[config.mk]
export PLATFORM = sky130hd
export DESIGN_NAME = dual_adc_sequencer
export DESIGN_NICKNAME = d
export VERILOG_FILES = /design/src/core/dual_adc_sequencer_pkg.sv /design/src/core/dual_adc_sequencer.sv /design/src/core/pin_synchronizer.sv /design/src/core/two_entry_buffer.sv
export SDC_FILE = /design/constraint.sdc
export NUM_CORES = 1
export LEC_CHECK = 0
export ABC_AREA = 1
export BUFFER_PORTS_ARGS = -buffer_cell sky130_fd_sc_hd__buf_2
export CORE_MARGIN = 3
export CORE_UTILIZATION = 30
export CTS_CLUSTER_SIZE = 8
export DETAILED_ROUTE_END_ITERATION = 8
export PLACE_DENSITY = 0.58
export SYNTH_ARGS = -nofsm -noshare
export SYNTH_HDL_FRONTEND = slang
export SYNTH_SLANG_ARGS = --single-unit
[constraint.sdc]
create_clock -name core_clk -period 2.1 [get_ports core_clk]
set_input_delay 0.42 -clock core_clk [delete_from_list [all_inputs] [get_ports core_clk]]
set_output_delay 0.42 -clock core_clk [all_outputs]
set_load 0.05 [all_outputs]
[src/core/dual_adc_sequencer_pkg.sv]
package dual_adc_sequencer_pkg;

  // Clock rate of core_clk
  localparam int CLK_HZ = 40_000_000;

  // Converter timing
  localparam int CONV_TIME_NS = 5300;
  localparam int CONV_CYCLES = (CONV_TIME_NS * (CLK_HZ / 1_000_000) + 999) / 1000;
  localparam int ACQ_TIME_NS = 2500;
  localparam int ACQ_CYCLES = (ACQ_TIME_NS * (CLK_HZ / 1_000_000) + 999) / 1000;
  localparam int MAX_RATE_SPS = 150_000;
  localparam int MIN_DWELL_CYCLES = CLK_HZ / MAX_RATE_SPS;
  localparam int CNT_W = 9;
  localparam logic [CNT_W-1:0] CONV_LAST = CNT_W'(CONV_CYCLES - 1);
  localparam logic [CNT_W-1:0] CNT_ZERO = 9'h000;
  localparam logic [CNT_W-1:0] CNT_ONE = 9'h001;

  // Data widths
  localparam int SAMPLE_W = 16;
  localparam int BYTE_W = 8;
  localparam logic [SAMPLE_W-1:0] SAMPLE_ZERO = 16'h0000;
  localparam logic [BYTE_W-1:0] BYTE_ZERO = 8'h00;

  // Byte order within one result set
  localparam logic [1:0] BYTE_REAL_LO = 2'h0;
  localparam logic [1:0] BYTE_REAL_HI = 2'h1;
  localparam logic [1:0] BYTE_IMAG_LO = 2'h2;
  localparam logic [1:0] BYTE_IMAG_HI = 2'h3;

  // Acquisition mode: only two exist, no sequential mode
  localparam logic ACQ_MODE_QUAD_OFF = 1'b0;
  localparam logic ACQ_MODE_QUAD_SIM = 1'b1;

  // Rack strap levels
  localparam logic RACK_FIRST = 1'b0;
  localparam logic RACK_SECOND = 1'b1;

  // Filter width setting
  typedef enum logic [1:0] {
    FILTER_10K = 2'b00,
    FILTER_46K875 = 2'b01,
    FILTER_93K75 = 2'b10,
    FILTER_BYPASS = 2'b11
  } filter_width_type;

  // Conversion sequencer states
  typedef enum logic [1:0] {
    CONV_IDLE = 2'b00,
    CONV_RUN = 2'b01,
    CONV_CAPTURE = 2'b10
  } conv_state_type;

endpackage

[src/core/dual_adc_sequencer.sv]
`timescale 1ns/1ps
// How it works
// - A rising dwell clock edge while idle starts one conversion; one during a conversion is flagged as missed.
// - Quadrature mode holds and converts real and imaginary paths together.
// - Quadrature-off mode converts only the real path.
// - No alternating or sequential mode exists; controller never selects one.
// - Each converted path yields one 16-bit result word.
// - Dwell periods down to 150 kSPS are accepted.
// - Results captured into a holding register, stable until fetched.
// - Held results are sent while the next conversion runs.
// - A 32-bit result pair is sent as four bytes.
// - Real result goes first, low byte then high byte.
// - In quadrature mode imaginary result follows, low then high.
// - Control bus gives board reset, filter choice and mode choice.
// - Filter choices are 10k, 46.875k, 93.75k cutoff or bypass.
// - Rack strap low selects first rack type, high the second.
module dual_adc_sequencer (
  // Clock and reset
  input wire logic core_clk,
  input wire logic rst_n,
  // Dwell clock pin from the acquisition unit
  input wire logic dwellClockInput,
  // Settings decoded from the control bus
  input wire logic boardResetCmd,
  input wire logic [1:0] filterWidthSetting,
  input wire logic acquisitionModeSetting,
  // Rack strap pin
  input wire logic rackTypeSelect,
  // Converter control and results
  output logic realHold,
  output logic imagHold,
  output logic realConvStart,
  output logic imagConvStart,
  input wire logic [15:0] realConvData,
  input wire logic [15:0] imagConvData,
  // Filter bank selects
  output logic [1:0] realFilterSel,
  output logic [1:0] imagFilterSel,
  output logic realFilterBypass,
  output logic imagFilterBypass,
  // Byte bus to the acquisition unit
  output logic [7:0] byteData,
  output logic byteValid,
  input wire logic byteReady,
  // Status
  output logic rackTypeMode,
  output logic quadActive,
  output logic convBusy,
  output logic dwellMissed,
  output logic resultOverrun
);

  logic localRst_n;
  logic dwellLevel;
  logic rackLevel;
  logic dwellPrev_q;
  logic dwellPrev_d;
  logic dwellRise;

  // Board reset command clears the block like a reset, except the pin synchronizers
  assign localRst_n = rst_n && !boardResetCmd;

  pin_synchronizer dwellSync (
    .core_clk(core_clk),
    .rst_n(rst_n),
    .pinIn(dwellClockInput),
    .levelOut(dwellLevel)
  );

  pin_synchronizer rackSync (
    .core_clk(core_clk),
    .rst_n(rst_n),
    .pinIn(rackTypeSelect),
    .levelOut(rackLevel)
  );

  // Rising edge of the filtered dwell clock
  always_comb begin
    dwellPrev_d = dwellLevel;
    dwellRise = dwellLevel && !dwellPrev_q;
  end

  always_ff @(posedge core_clk) begin
    if (!localRst_n) begin
      dwellPrev_q <= 1'b1;
    end else begin
      dwellPrev_q <= dwellPrev_d;
    end
  end

  // Settings and strap registers
  logic [1:0] filter_q;
  logic [1:0] filter_d;
  logic rack_q;
  logic rack_d;

  always_comb begin
    filter_d = filterWidthSetting;
    rack_d = rackLevel;
  end

  always_ff @(posedge core_clk) begin
    if (!localRst_n) begin
      filter_q <= dual_adc_sequencer_pkg::FILTER_10K;
      rack_q <= dual_adc_sequencer_pkg::RACK_FIRST;
    end else begin
      filter_q <= filter_d;
      rack_q <= rack_d;
    end
  end

  // Same filter for both paths; bypass code opens the bypass
  assign realFilterSel = filter_q;
  assign imagFilterSel = filter_q;
  assign realFilterBypass = (filter_q == dual_adc_sequencer_pkg::FILTER_BYPASS);
  assign imagFilterBypass = (filter_q == dual_adc_sequencer_pkg::FILTER_BYPASS);
  assign rackTypeMode = rack_q;

  // Conversion sequencer
  dual_adc_sequencer_pkg::conv_state_type convState_q;
  dual_adc_sequencer_pkg::conv_state_type convState_d;
  logic [8:0] convCnt_q;
  logic [8:0] convCnt_d;
  logic convQuad_q;
  logic convQuad_d;
  logic hold_q;
  logic hold_d;
  logic start_q;
  logic start_d;
  logic missed_q;
  logic missed_d;
  logic captureNow;

  // Held results
  logic [15:0] heldReal_q;
  logic [15:0] heldReal_d;
  logic [15:0] heldImag_q;
  logic [15:0] heldImag_d;
  logic heldValid_q;
  logic heldValid_d;
  logic heldQuad_q;
  logic heldQuad_d;
  logic overrun_q;
  logic overrun_d;

  // Serializer
  logic [1:0] byteIdx_q;
  logic [1:0] byteIdx_d;
  logic [7:0] pushData;
  logic pushValid;
  logic pushReady;
  logic lastByte;

  // Start on dwell edge; mode latched per conversion
  always_comb begin
    convState_d = convState_q;
    convCnt_d = convCnt_q;
    convQuad_d = convQuad_q;
    hold_d = hold_q;
    start_d = 1'b0;
    missed_d = missed_q;
    captureNow = 1'b0;
    case (convState_q)
      dual_adc_sequencer_pkg::CONV_IDLE: begin
        // A new edge is taken even while the held pair is still sent
        if (dwellRise) begin
          convState_d = dual_adc_sequencer_pkg::CONV_RUN;
          convCnt_d = dual_adc_sequencer_pkg::CNT_ZERO;
          // Only two modes decode; nothing selects sequential conversion
          convQuad_d = (acquisitionModeSetting ==
            dual_adc_sequencer_pkg::ACQ_MODE_QUAD_SIM);
          hold_d = 1'b1;
          start_d = 1'b1;
        end
      end
      dual_adc_sequencer_pkg::CONV_RUN: begin
        if (dwellRise) begin
          missed_d = 1'b1;
        end
        if (convCnt_q == dual_adc_sequencer_pkg::CONV_LAST) begin
          convState_d = dual_adc_sequencer_pkg::CONV_CAPTURE;
        end else begin
          convCnt_d = convCnt_q + dual_adc_sequencer_pkg::CNT_ONE;
        end
      end
      dual_adc_sequencer_pkg::CONV_CAPTURE: begin
        if (dwellRise) begin
          missed_d = 1'b1;
        end
        captureNow = 1'b1;
        hold_d = 1'b0;
        convState_d = dual_adc_sequencer_pkg::CONV_IDLE;
      end
      default: begin
        convState_d = dual_adc_sequencer_pkg::CONV_IDLE;
        hold_d = 1'b0;
      end
    endcase
  end

  always_ff @(posedge core_clk) begin
    if (!localRst_n) begin
      convState_q <= dual_adc_sequencer_pkg::CONV_IDLE;
      convCnt_q <= dual_adc_sequencer_pkg::CNT_ZERO;
      convQuad_q <= 1'b0;
      hold_q <= 1'b0;
      start_q <= 1'b0;
      missed_q <= 1'b0;
    end else begin
      convState_q <= convState_d;
      convCnt_q <= convCnt_d;
      convQuad_q <= convQuad_d;
      hold_q <= hold_d;
      start_q <= start_d;
      missed_q <= missed_d;
    end
  end

  // Both paths hold at one instant in quadrature; imaginary idle otherwise
  assign realHold = hold_q;
  assign imagHold = hold_q && convQuad_q;
  assign realConvStart = start_q;
  assign imagConvStart = start_q && convQuad_q;
  assign convBusy = (convState_q != dual_adc_sequencer_pkg::CONV_IDLE);
  assign quadActive = convQuad_q;
  assign dwellMissed = missed_q;

  // Holding register: loads only when empty, released after last byte
  always_comb begin
    heldReal_d = heldReal_q;
    heldImag_d = heldImag_q;
    heldValid_d = heldValid_q;
    heldQuad_d = heldQuad_q;
    overrun_d = overrun_q;
    if (pushValid && pushReady && lastByte) begin
      heldValid_d = 1'b0;
    end
    if (captureNow) begin
      if (heldValid_d) begin
        overrun_d = 1'b1;
      end else begin
        heldReal_d = realConvData;
        heldImag_d = convQuad_q ? imagConvData : dual_adc_sequencer_pkg::SAMPLE_ZERO;
        heldQuad_d = convQuad_q;
        heldValid_d = 1'b1;
      end
    end
  end

  always_ff @(posedge core_clk) begin
    if (!localRst_n) begin
      heldReal_q <= dual_adc_sequencer_pkg::SAMPLE_ZERO;
      heldImag_q <= dual_adc_sequencer_pkg::SAMPLE_ZERO;
      heldValid_q <= 1'b0;
      heldQuad_q <= 1'b0;
      overrun_q <= 1'b0;
    end else begin
      heldReal_q <= heldReal_d;
      heldImag_q <= heldImag_d;
      heldValid_q <= heldValid_d;
      heldQuad_q <= heldQuad_d;
      overrun_q <= overrun_d;
    end
  end

  assign resultOverrun = overrun_q;

  // Byte selection: real low, real high, imag low, imag high
  always_comb begin
    pushValid = heldValid_q;
    case (byteIdx_q)
      dual_adc_sequencer_pkg::BYTE_REAL_LO: pushData = heldReal_q[7:0];
      dual_adc_sequencer_pkg::BYTE_REAL_HI: pushData = heldReal_q[15:8];
      dual_adc_sequencer_pkg::BYTE_IMAG_LO: pushData = heldImag_q[7:0];
      dual_adc_sequencer_pkg::BYTE_IMAG_HI: pushData = heldImag_q[15:8];
      default: pushData = dual_adc_sequencer_pkg::BYTE_ZERO;
    endcase
    // Single mode stops after the real high byte
    lastByte = heldQuad_q ? (byteIdx_q == dual_adc_sequencer_pkg::BYTE_IMAG_HI)
      : (byteIdx_q == dual_adc_sequencer_pkg::BYTE_REAL_HI);
    byteIdx_d = byteIdx_q;
    if (pushValid && pushReady) begin
      byteIdx_d = lastByte ? dual_adc_sequencer_pkg::BYTE_REAL_LO : byteIdx_q + 2'h1;
    end
  end

  always_ff @(posedge core_clk) begin
    if (!localRst_n) begin
      byteIdx_q <= dual_adc_sequencer_pkg::BYTE_REAL_LO;
    end else begin
      byteIdx_q <= byteIdx_d;
    end
  end

  // Two-entry buffer absorbs receiver stalls
  two_entry_buffer #(
    .WIDTH(dual_adc_sequencer_pkg::BYTE_W),
    .DEPTH(2)
  ) byteBuffer (
    .core_clk(core_clk),
    .rst_n(localRst_n),
    .inValid(pushValid),
    .inReady(pushReady),
    .inData(pushData),
    .outValid(byteValid),
    .outReady(byteReady),
    .outData(byteData)
  );

endmodule

[src/core/pin_synchronizer.sv]
`timescale 1ns/1ps
module pin_synchronizer (
  // Clock and reset
  input wire logic core_clk,
  input wire logic rst_n,
  // Pin and filtered level
  input wire logic pinIn,
  output logic levelOut
);

  logic stage1_q;
  logic stage2_q;
  logic stage3_q;
  logic level_q;
  logic level_d;

  // Change accepted once second and third stages agree
  always_comb begin
    level_d = level_q;
    if (stage2_q == stage3_q) begin
      level_d = stage3_q;
    end
  end

  // Three-stage chain
  always_ff @(posedge core_clk) begin
    if (!rst_n) begin
      stage1_q <= 1'b0;
      stage2_q <= 1'b0;
      stage3_q <= 1'b0;
      level_q <= 1'b0;
    end else begin
      stage1_q <= pinIn;
      stage2_q <= stage1_q;
      stage3_q <= stage2_q;
      level_q <= level_d;
    end
  end

  assign levelOut = level_q;

endmodule

[src/core/two_entry_buffer.sv]
`timescale 1ns/1ps
module two_entry_buffer #(
  parameter int WIDTH = 8,
  parameter int DEPTH = 2
) (
  // Clock and reset
  input wire logic core_clk,
  input wire logic rst_n,
  // Fill side
  input wire logic inValid,
  output logic inReady,
  input wire logic [WIDTH-1:0] inData,
  // Drain side
  output logic outValid,
  input wire logic outReady,
  output logic [WIDTH-1:0] outData
);

  localparam int PTR_W = (DEPTH > 1) ? $clog2(DEPTH) : 1;
  localparam logic [PTR_W:0] COUNT_FULL = (PTR_W + 1)'(DEPTH);
  localparam logic [PTR_W:0] COUNT_ONE = (PTR_W + 1)'(1);
  localparam logic [PTR_W-1:0] PTR_ONE = PTR_W'(1);
  localparam logic [PTR_W-1:0] PTR_LAST = PTR_W'(DEPTH - 1);

  logic [WIDTH-1:0] mem_q [DEPTH];
  logic [WIDTH-1:0] mem_d [DEPTH];
  logic [PTR_W-1:0] wrPtr_q;
  logic [PTR_W-1:0] wrPtr_d;
  logic [PTR_W-1:0] rdPtr_q;
  logic [PTR_W-1:0] rdPtr_d;
  logic [PTR_W:0] count_q;
  logic [PTR_W:0] count_d;
  logic push;
  logic pop;

  // Honest full and empty
  assign inReady = (count_q != COUNT_FULL);
  assign outValid = (count_q != '0);
  assign outData = mem_q[rdPtr_q];
  assign push = inValid && inReady;
  assign pop = outValid && outReady;

  // Pointer and storage update
  always_comb begin
    for (int i = 0; i < DEPTH; i++) begin
      mem_d[i] = mem_q[i];
    end
    wrPtr_d = wrPtr_q;
    rdPtr_d = rdPtr_q;
    count_d = count_q;
    if (push) begin
      mem_d[wrPtr_q] = inData;
      wrPtr_d = (wrPtr_q == PTR_LAST) ? '0 : wrPtr_q + PTR_ONE;
    end
    if (pop) begin
      rdPtr_d = (rdPtr_q == PTR_LAST) ? '0 : rdPtr_q + PTR_ONE;
    end
    if (push && !pop) begin
      count_d = count_q + COUNT_ONE;
    end else if (pop && !push) begin
      count_d = count_q - COUNT_ONE;
    end
  end

  // Registers
  always_ff @(posedge core_clk) begin
    if (!rst_n) begin
      for (int i = 0; i < DEPTH; i++) begin
        mem_q[i] <= '0;
      end
      wrPtr_q <= '0;
      rdPtr_q <= '0;
      count_q <= '0;
    end else begin
      mem_q <= mem_d;
      wrPtr_q <= wrPtr_d;
      rdPtr_q <= rdPtr_d;
      count_q <= count_d;
    end
  end

endmodule

==> Word-level counts from Yosys, hierarchy flattened <==
Cells that the tools add are included.
{ "op_classes": {"n_addsub": 6, "n_lt_le_gt_ge": 3, "n_eq_ne": 13, "n_mux": 26, "n_bitwise": 4, "n_reduce_logical": 29} }
{ "ops": {"columns": ["operator", "n"], "rows": [
  ["8-bit 2-to-1 mux", 4],
  ["8-bit case mux with 4 select lines", 1],
  ["9-bit 2-to-1 mux", 2],
  ["9-bit case mux with 2 select lines", 1],
  ["16-bit bitwise mux", 1],
  ["16-bit 2-to-1 mux", 1],
  ["2-bit AND reduction", 7],
  ["1-bit logical AND", 10],
  ["2-bit 2-to-1 mux", 5],
  ["9-bit by 1-bit adder with 9-bit output, second input constant", 1],
  ["9-bit by 8-bit == test with 1-bit output, second input constant", 1],
  ["8-bit demux with 1-bit select", 1],
  ["2-bit == test, second input constant", 4],
  ["1-bit 2-to-1 mux", 8],
  ["2-bit inequality test, second input constant", 4],
  ["2-bit nonzero test", 4],
  ["2-bit by 1-bit adder with 2-bit output, second input constant", 2],
  ["2-bit by 1-bit == test with 1-bit output, second input constant", 2],
  ["2-bit >= comparator, second input constant", 2],
  ["1-bit zero test", 4],
  ["2-bit zero test", 2],
  ["1-bit inverter with 2-bit output", 2],
  ["2-bit case mux with 2 select lines", 1],
  ["3-bit AND reduction", 1],
  ["7 further kinds", 10]
]} }
{ "word_totals": {"regBits": 84, "out_inout_bits": 24, "wordCells": 109} }

==> Depth between registers and ports, before layout <==
{ "logic_depth": {"depth_word": 6, "depth_mapped": 11, "depth_no_buf": 10} }

==> Cells and area by module <==
Synthesis repeated with hierarchy kept, for this count alone.
{ "hier_totals": {"cells_unflattened": 564, "hier_area_um2": 3948.8} }
{ "modules_own_cells": {"columns": ["mod", "n_inst", "cells_each", "area_per_inst_um2", "seq_area_each_um2"], "rows": [
  ["dual_adc_sequencer", 1, 387, 2736.4, 1121.1],
  ["two_entry_buffer", 1, 151, 979.7, 400.4],
  ["pin_synchronizer", 2, 13, 116.4, 80.1]
]} }

==> Least setup slack after synthesis <==
OpenSTA, ideal clock, no wires.
{ "synth_timing": {"path_kind": "register to register", "from": "register convState_q[0]", "to": "register convCnt_q[0]", "setup_ns": 0.116, "t_arrival_ns": 1.656, "required_ns": 1.984, "setup_slack_ns": 0.328, "stages_incl_launch_ff": 11, "n_path_buf": 0, "period_less_slack_ns": 1.772, "path_cell_list": "dfxtp_1 > inv_1 > ha_1 > inv_1 > nor2_1 > inv_1 > nand3_2 > nand2_1 > inv_1 > nor2_1 > nor2_1"} }
{ "synth_via": {"elab_chain_cells": 3} }
{ "synth_rtl": {"columns": ["item", "line", "rtl"], "rows": [
  ["start, declared", "dual_adc_sequencer.sv:120", "dual_adc_sequencer_pkg::conv_state_type convState_q;"],
  ["start signal, assigned", "dual_adc_sequencer.sv:203", "convState_q <= dual_adc_sequencer_pkg::CONV_IDLE;"],
  ["start signal, assigned", "dual_adc_sequencer.sv:210", "convState_q <= convState_d;"],
  ["2-bit by 1-bit == test with 1-bit output / 2-bit zero test (equally long branches)", "dual_adc_sequencer.sv:163", "case (convState_q)"],
  ["2-bit inequality test (no line) / 2-bit nonzero test (equally long branches)", null, null],
  ["3-bit AND reduction (no line)", null, null],
  ["end signal, assigned", "dual_adc_sequencer.sv:204", "convCnt_q <= dual_adc_sequencer_pkg::CNT_ZERO;"],
  ["end signal, assigned", "dual_adc_sequencer.sv:211", "convCnt_q <= convCnt_d;"],
  ["end, declared", "dual_adc_sequencer.sv:122", "logic [8:0] convCnt_q;"]
]} }
Several ways; a longest one is shown, not always the timed one.
A chain may end at the register's enable or synchronous reset.

==> Worst setup path in the final report <==
{ "layout_timing": {"from": "register byteIdx_q[1]", "to": "register heldReal_q[0]"} }
{ "layout_via": {"elab_chain_cells": 6} }
{ "layout_rtl": {"columns": ["item", "line", "rtl"], "rows": [
  ["start, declared", "dual_adc_sequencer.sv:147", "logic [1:0] byteIdx_q;"],
  ["start signal, assigned", "dual_adc_sequencer.sv:289", "byteIdx_q <= dual_adc_sequencer_pkg::BYTE_REAL_LO;"],
  ["start signal, assigned", "dual_adc_sequencer.sv:291", "byteIdx_q <= byteIdx_d;"],
  ["2-bit by 1-bit == test with 1-bit output / 2-bit == test (equally long branches)", "dual_adc_sequencer.sv:280, dual_adc_sequencer.sv:279", null],
  ["1-bit 2-to-1 mux (*)", "dual_adc_sequencer.sv:279", "lastByte = heldQuad_q ? (byteIdx_q == dual_adc_sequencer_pkg::BYTE_IMAG_HI)"],
  ["1-bit logical AND (*)", "dual_adc_sequencer.sv:235", "if (pushValid && pushReady && lastByte) begin"],
  ["1-bit 2-to-1 mux (*)", "dual_adc_sequencer.sv:235", null],
  ["1-bit inverter (no line) (*)", null, null],
  ["2-bit AND reduction (no line) (*)", null, null],
  ["end signal, assigned", "dual_adc_sequencer.sv:252", "heldReal_q <= dual_adc_sequencer_pkg::SAMPLE_ZERO;"],
  ["end signal, assigned", "dual_adc_sequencer.sv:258", "heldReal_q <= heldReal_d;"],
  ["end, declared", "dual_adc_sequencer.sv:135", "logic [15:0] heldReal_q;"]
]} }
Every way passes the cells marked *; elsewhere a longest branch is shown, timed or not.

==> impl_metrics.tcl <==
set metrics [dict create \
    grt-ovfl-total 0 \
    via_count 3299 \
    synth_cell_type_count 34 \
    worstMarginPinSlew_ps 602 \
    cp_max_fo 16 \
    power_mw 3.14 \
    p_leak_nw 1.78 \
    p_per_area_nw_per_um2 707 \
    synth_warnings 0 \
    hold_path.class "primary input to register" \
    post_drt_wl_per_cell_um 12.0 \
    synth_top_area_share_pct 44.9 \
    status "completed" \
    clock_latency_ps 330 \
    hold_slack_ps 271 \
    grt_max_degree 44 \
    relSlewSlack_pct 59.8 \
    cts_root_buf "clkbuf_16" \
    synth-seq-cells 84 \
    cp-end-kind "register" \
    synthTopCellsByArea "dfxtp_1 (45%), nand2_1 (12%), a21oi_1 (6.8%)" \
    pre_cts_slack_ps 207 \
    die_w_um 118 \
    cts.sink_count 84 \
    vias_per_cell 4.50 \
    fin_ws_ps 223 \
    skew_ps 7.19 \
    fin_nets 611 \
    maxSlewViolCount 0 \
    path_clk_slew_ps 60 \
    ys_seq_area_share_pct 44.9 \
    ir_worst_vdd_uv 288 \
    antennaDiodeCount 0 \
    final_cells 733 \
    grt_pass1_wl_mm 14.9 \
    layout_common_cells "nand2_1 (123), dfxtp_1 (84), buf_2 (64), nor2_1 (62), a21oi_1 (51)" \
    synth_top_cell_by_area "dfxtp_1" \
    h-tree-depth 3 \
    synthCells 507 \
    syn_area_per_cell_sq_um 7.38 \
    synth_area_sq_um 3740 \
    ioPinCount 65 \
    mostFrequentLayoutCell "nand2_1" \
    worstSetupPathType "register to register" \
    cp-start-kind "register" \
    syn_to_final_growth_pct 18.8 \
    place_area_sq_um 4170 \
    antenna_found_initial 0 \
    grt_pass1_vias 3117 \
    cts_tree "done" \
    drt_iter0_drc 206 \
    dpl.hpwl_mm 6.43 \
    drt_pass1_iterations 4 \
    drive_gt1_share_pct 17.5 \
    numCtsBuffers 9 \
    rsz0062_at_grt "true" \
    finalSetupViolCount 0 \
    ant_nets 0 \
    period_minus_slack_ps 1880 \
    routabilityCongestion 0.808 \
    start_util_pct 30.9 \
    drv_cap 0 \
    hold_viol 0 \
    wl_mm 8.80 \
    die_h_um 118 \
    final_area_sq_um 4440 \
    drc 0 \
    die_area_sq_um 13800 \
    grt_usage_pct 13.0 \
    clock_path_buffers 2 \
    place_inst 718 \
    period_share_pct 89.4 \
    post_cts_buffers 0 \
    syn_nets 557 \
    max_freq_mhz 533 \
    coreArea_sq_um 12100 \
    arrival_ps 2090 \
    io_buffers 64 \
    worst-endpoint-required_ps 2310 \
    row_count 40 \
]
## Yosys cell counts (all sizes together)
master	n
xor2	3
o21bai	1
a21oi	51
nor2	66
a22o	8
o21a	1
nand3	16
a22oi	1
inv	37
dfxtp	84
nand3b	16
xnor2	1
buf	18
o22ai	8
nand4	1
ha	9
o21ai	42
clkbuf	11
nand2	126
a211oi	1
and2	2
clkinv	4
## repair_timing
item                       4_1_cts  5_1_grt
resized for setup                0        1
setup endpoints to repair        0        2
hold buffers                     0        0
## path summary, 6_finish.rpt
path | startpoint | endpoint | slack (ps) | depth (start not counted)
setup / recovery | byteIdx_q[1]$_SDFFE_PP0P_ | heldReal_q[0]$_SDFFE_PP0P_ | 220 | 8
setup reg to reg | byteIdx_q[1]$_SDFFE_PP0P_ | heldReal_q[0]$_SDFFE_PP0P_ | 220 | 8
hold / removal | dwellClockInput | dwellSync.stage1_q$_SDFF_PN0_ | 270 | 3
hold reg to reg | dwellSync.stage1_q$_SDFF_PN0_ | dwellSync.stage2_q$_SDFF_PN0_ | 410 | 2
## layout make-up
cell class | count | area [sq um]
inverters | 41 | 155
flip-flops and latches | 84 | 1680
repair buffers | 72 | 380
multi-input cells | 353 | 1750
clock inverters | 2 | 10.0
clock buffers | 13 | 260
well taps | 168 | 210
fillers | 1301 | 7670
## report_power, final
| part | internal [mW] | total (mW) | switching [mW] |
|---|---|---|---|
| clock network | 0.855 | 1.44 | 0.583 |
| logic | 0.0407 | 0.100 | 0.0596 |
| registers | 1.60 | 1.60 | 0.00342 |
## registers in the layout, summed over array words and instances, names as in the netlist, 2 cells and up
name                cells
byteBuffer.mem_q       16
heldImag_q             16
heldReal_q             16
convCnt_q               9
byteBuffer.count_q      2
byteIdx_q               2
convState_q             2
imagFilterSel           2
## metrics by stage
step | util, % | TNS (ps)
final | 36.7 | 0
after global routing | 36.7 | -9.32
after CTS | 36.7 | 0
after detailed placement | 34.4 | 0
after global placement | 34.4 | 0
after floorplan | - | 0
## layer usage
layer  share of wire [%]  global-route usage (%)
met4                 1.1                    3.96
met3                 4.9                    3.41
met2                  45                    20.8
met1                  49                    17.2
met5                   0                       0
## cells by family after synthesis
logic type               synth area share [%]
AO/OA/AOI/OAI                            16.6
XOR/XNOR                                0.937
adder cells (fa/ha/maj)                  3.01
buffers and inverters                    8.43
flip-flops                               44.9
AND/OR/NAND/NOR                          26.1
## critical path, cell delays in order (launching register included)
cell and delay, ps:
dfxtp_1 370, inv_1 90, ha_1 300, o21ai_1 210, o21ai_2 80, nand2_2 230
clkinv_2 270, nor2_1 140, nor2_1 70
No activity file was read; power rests on OpenSTA's default activity.
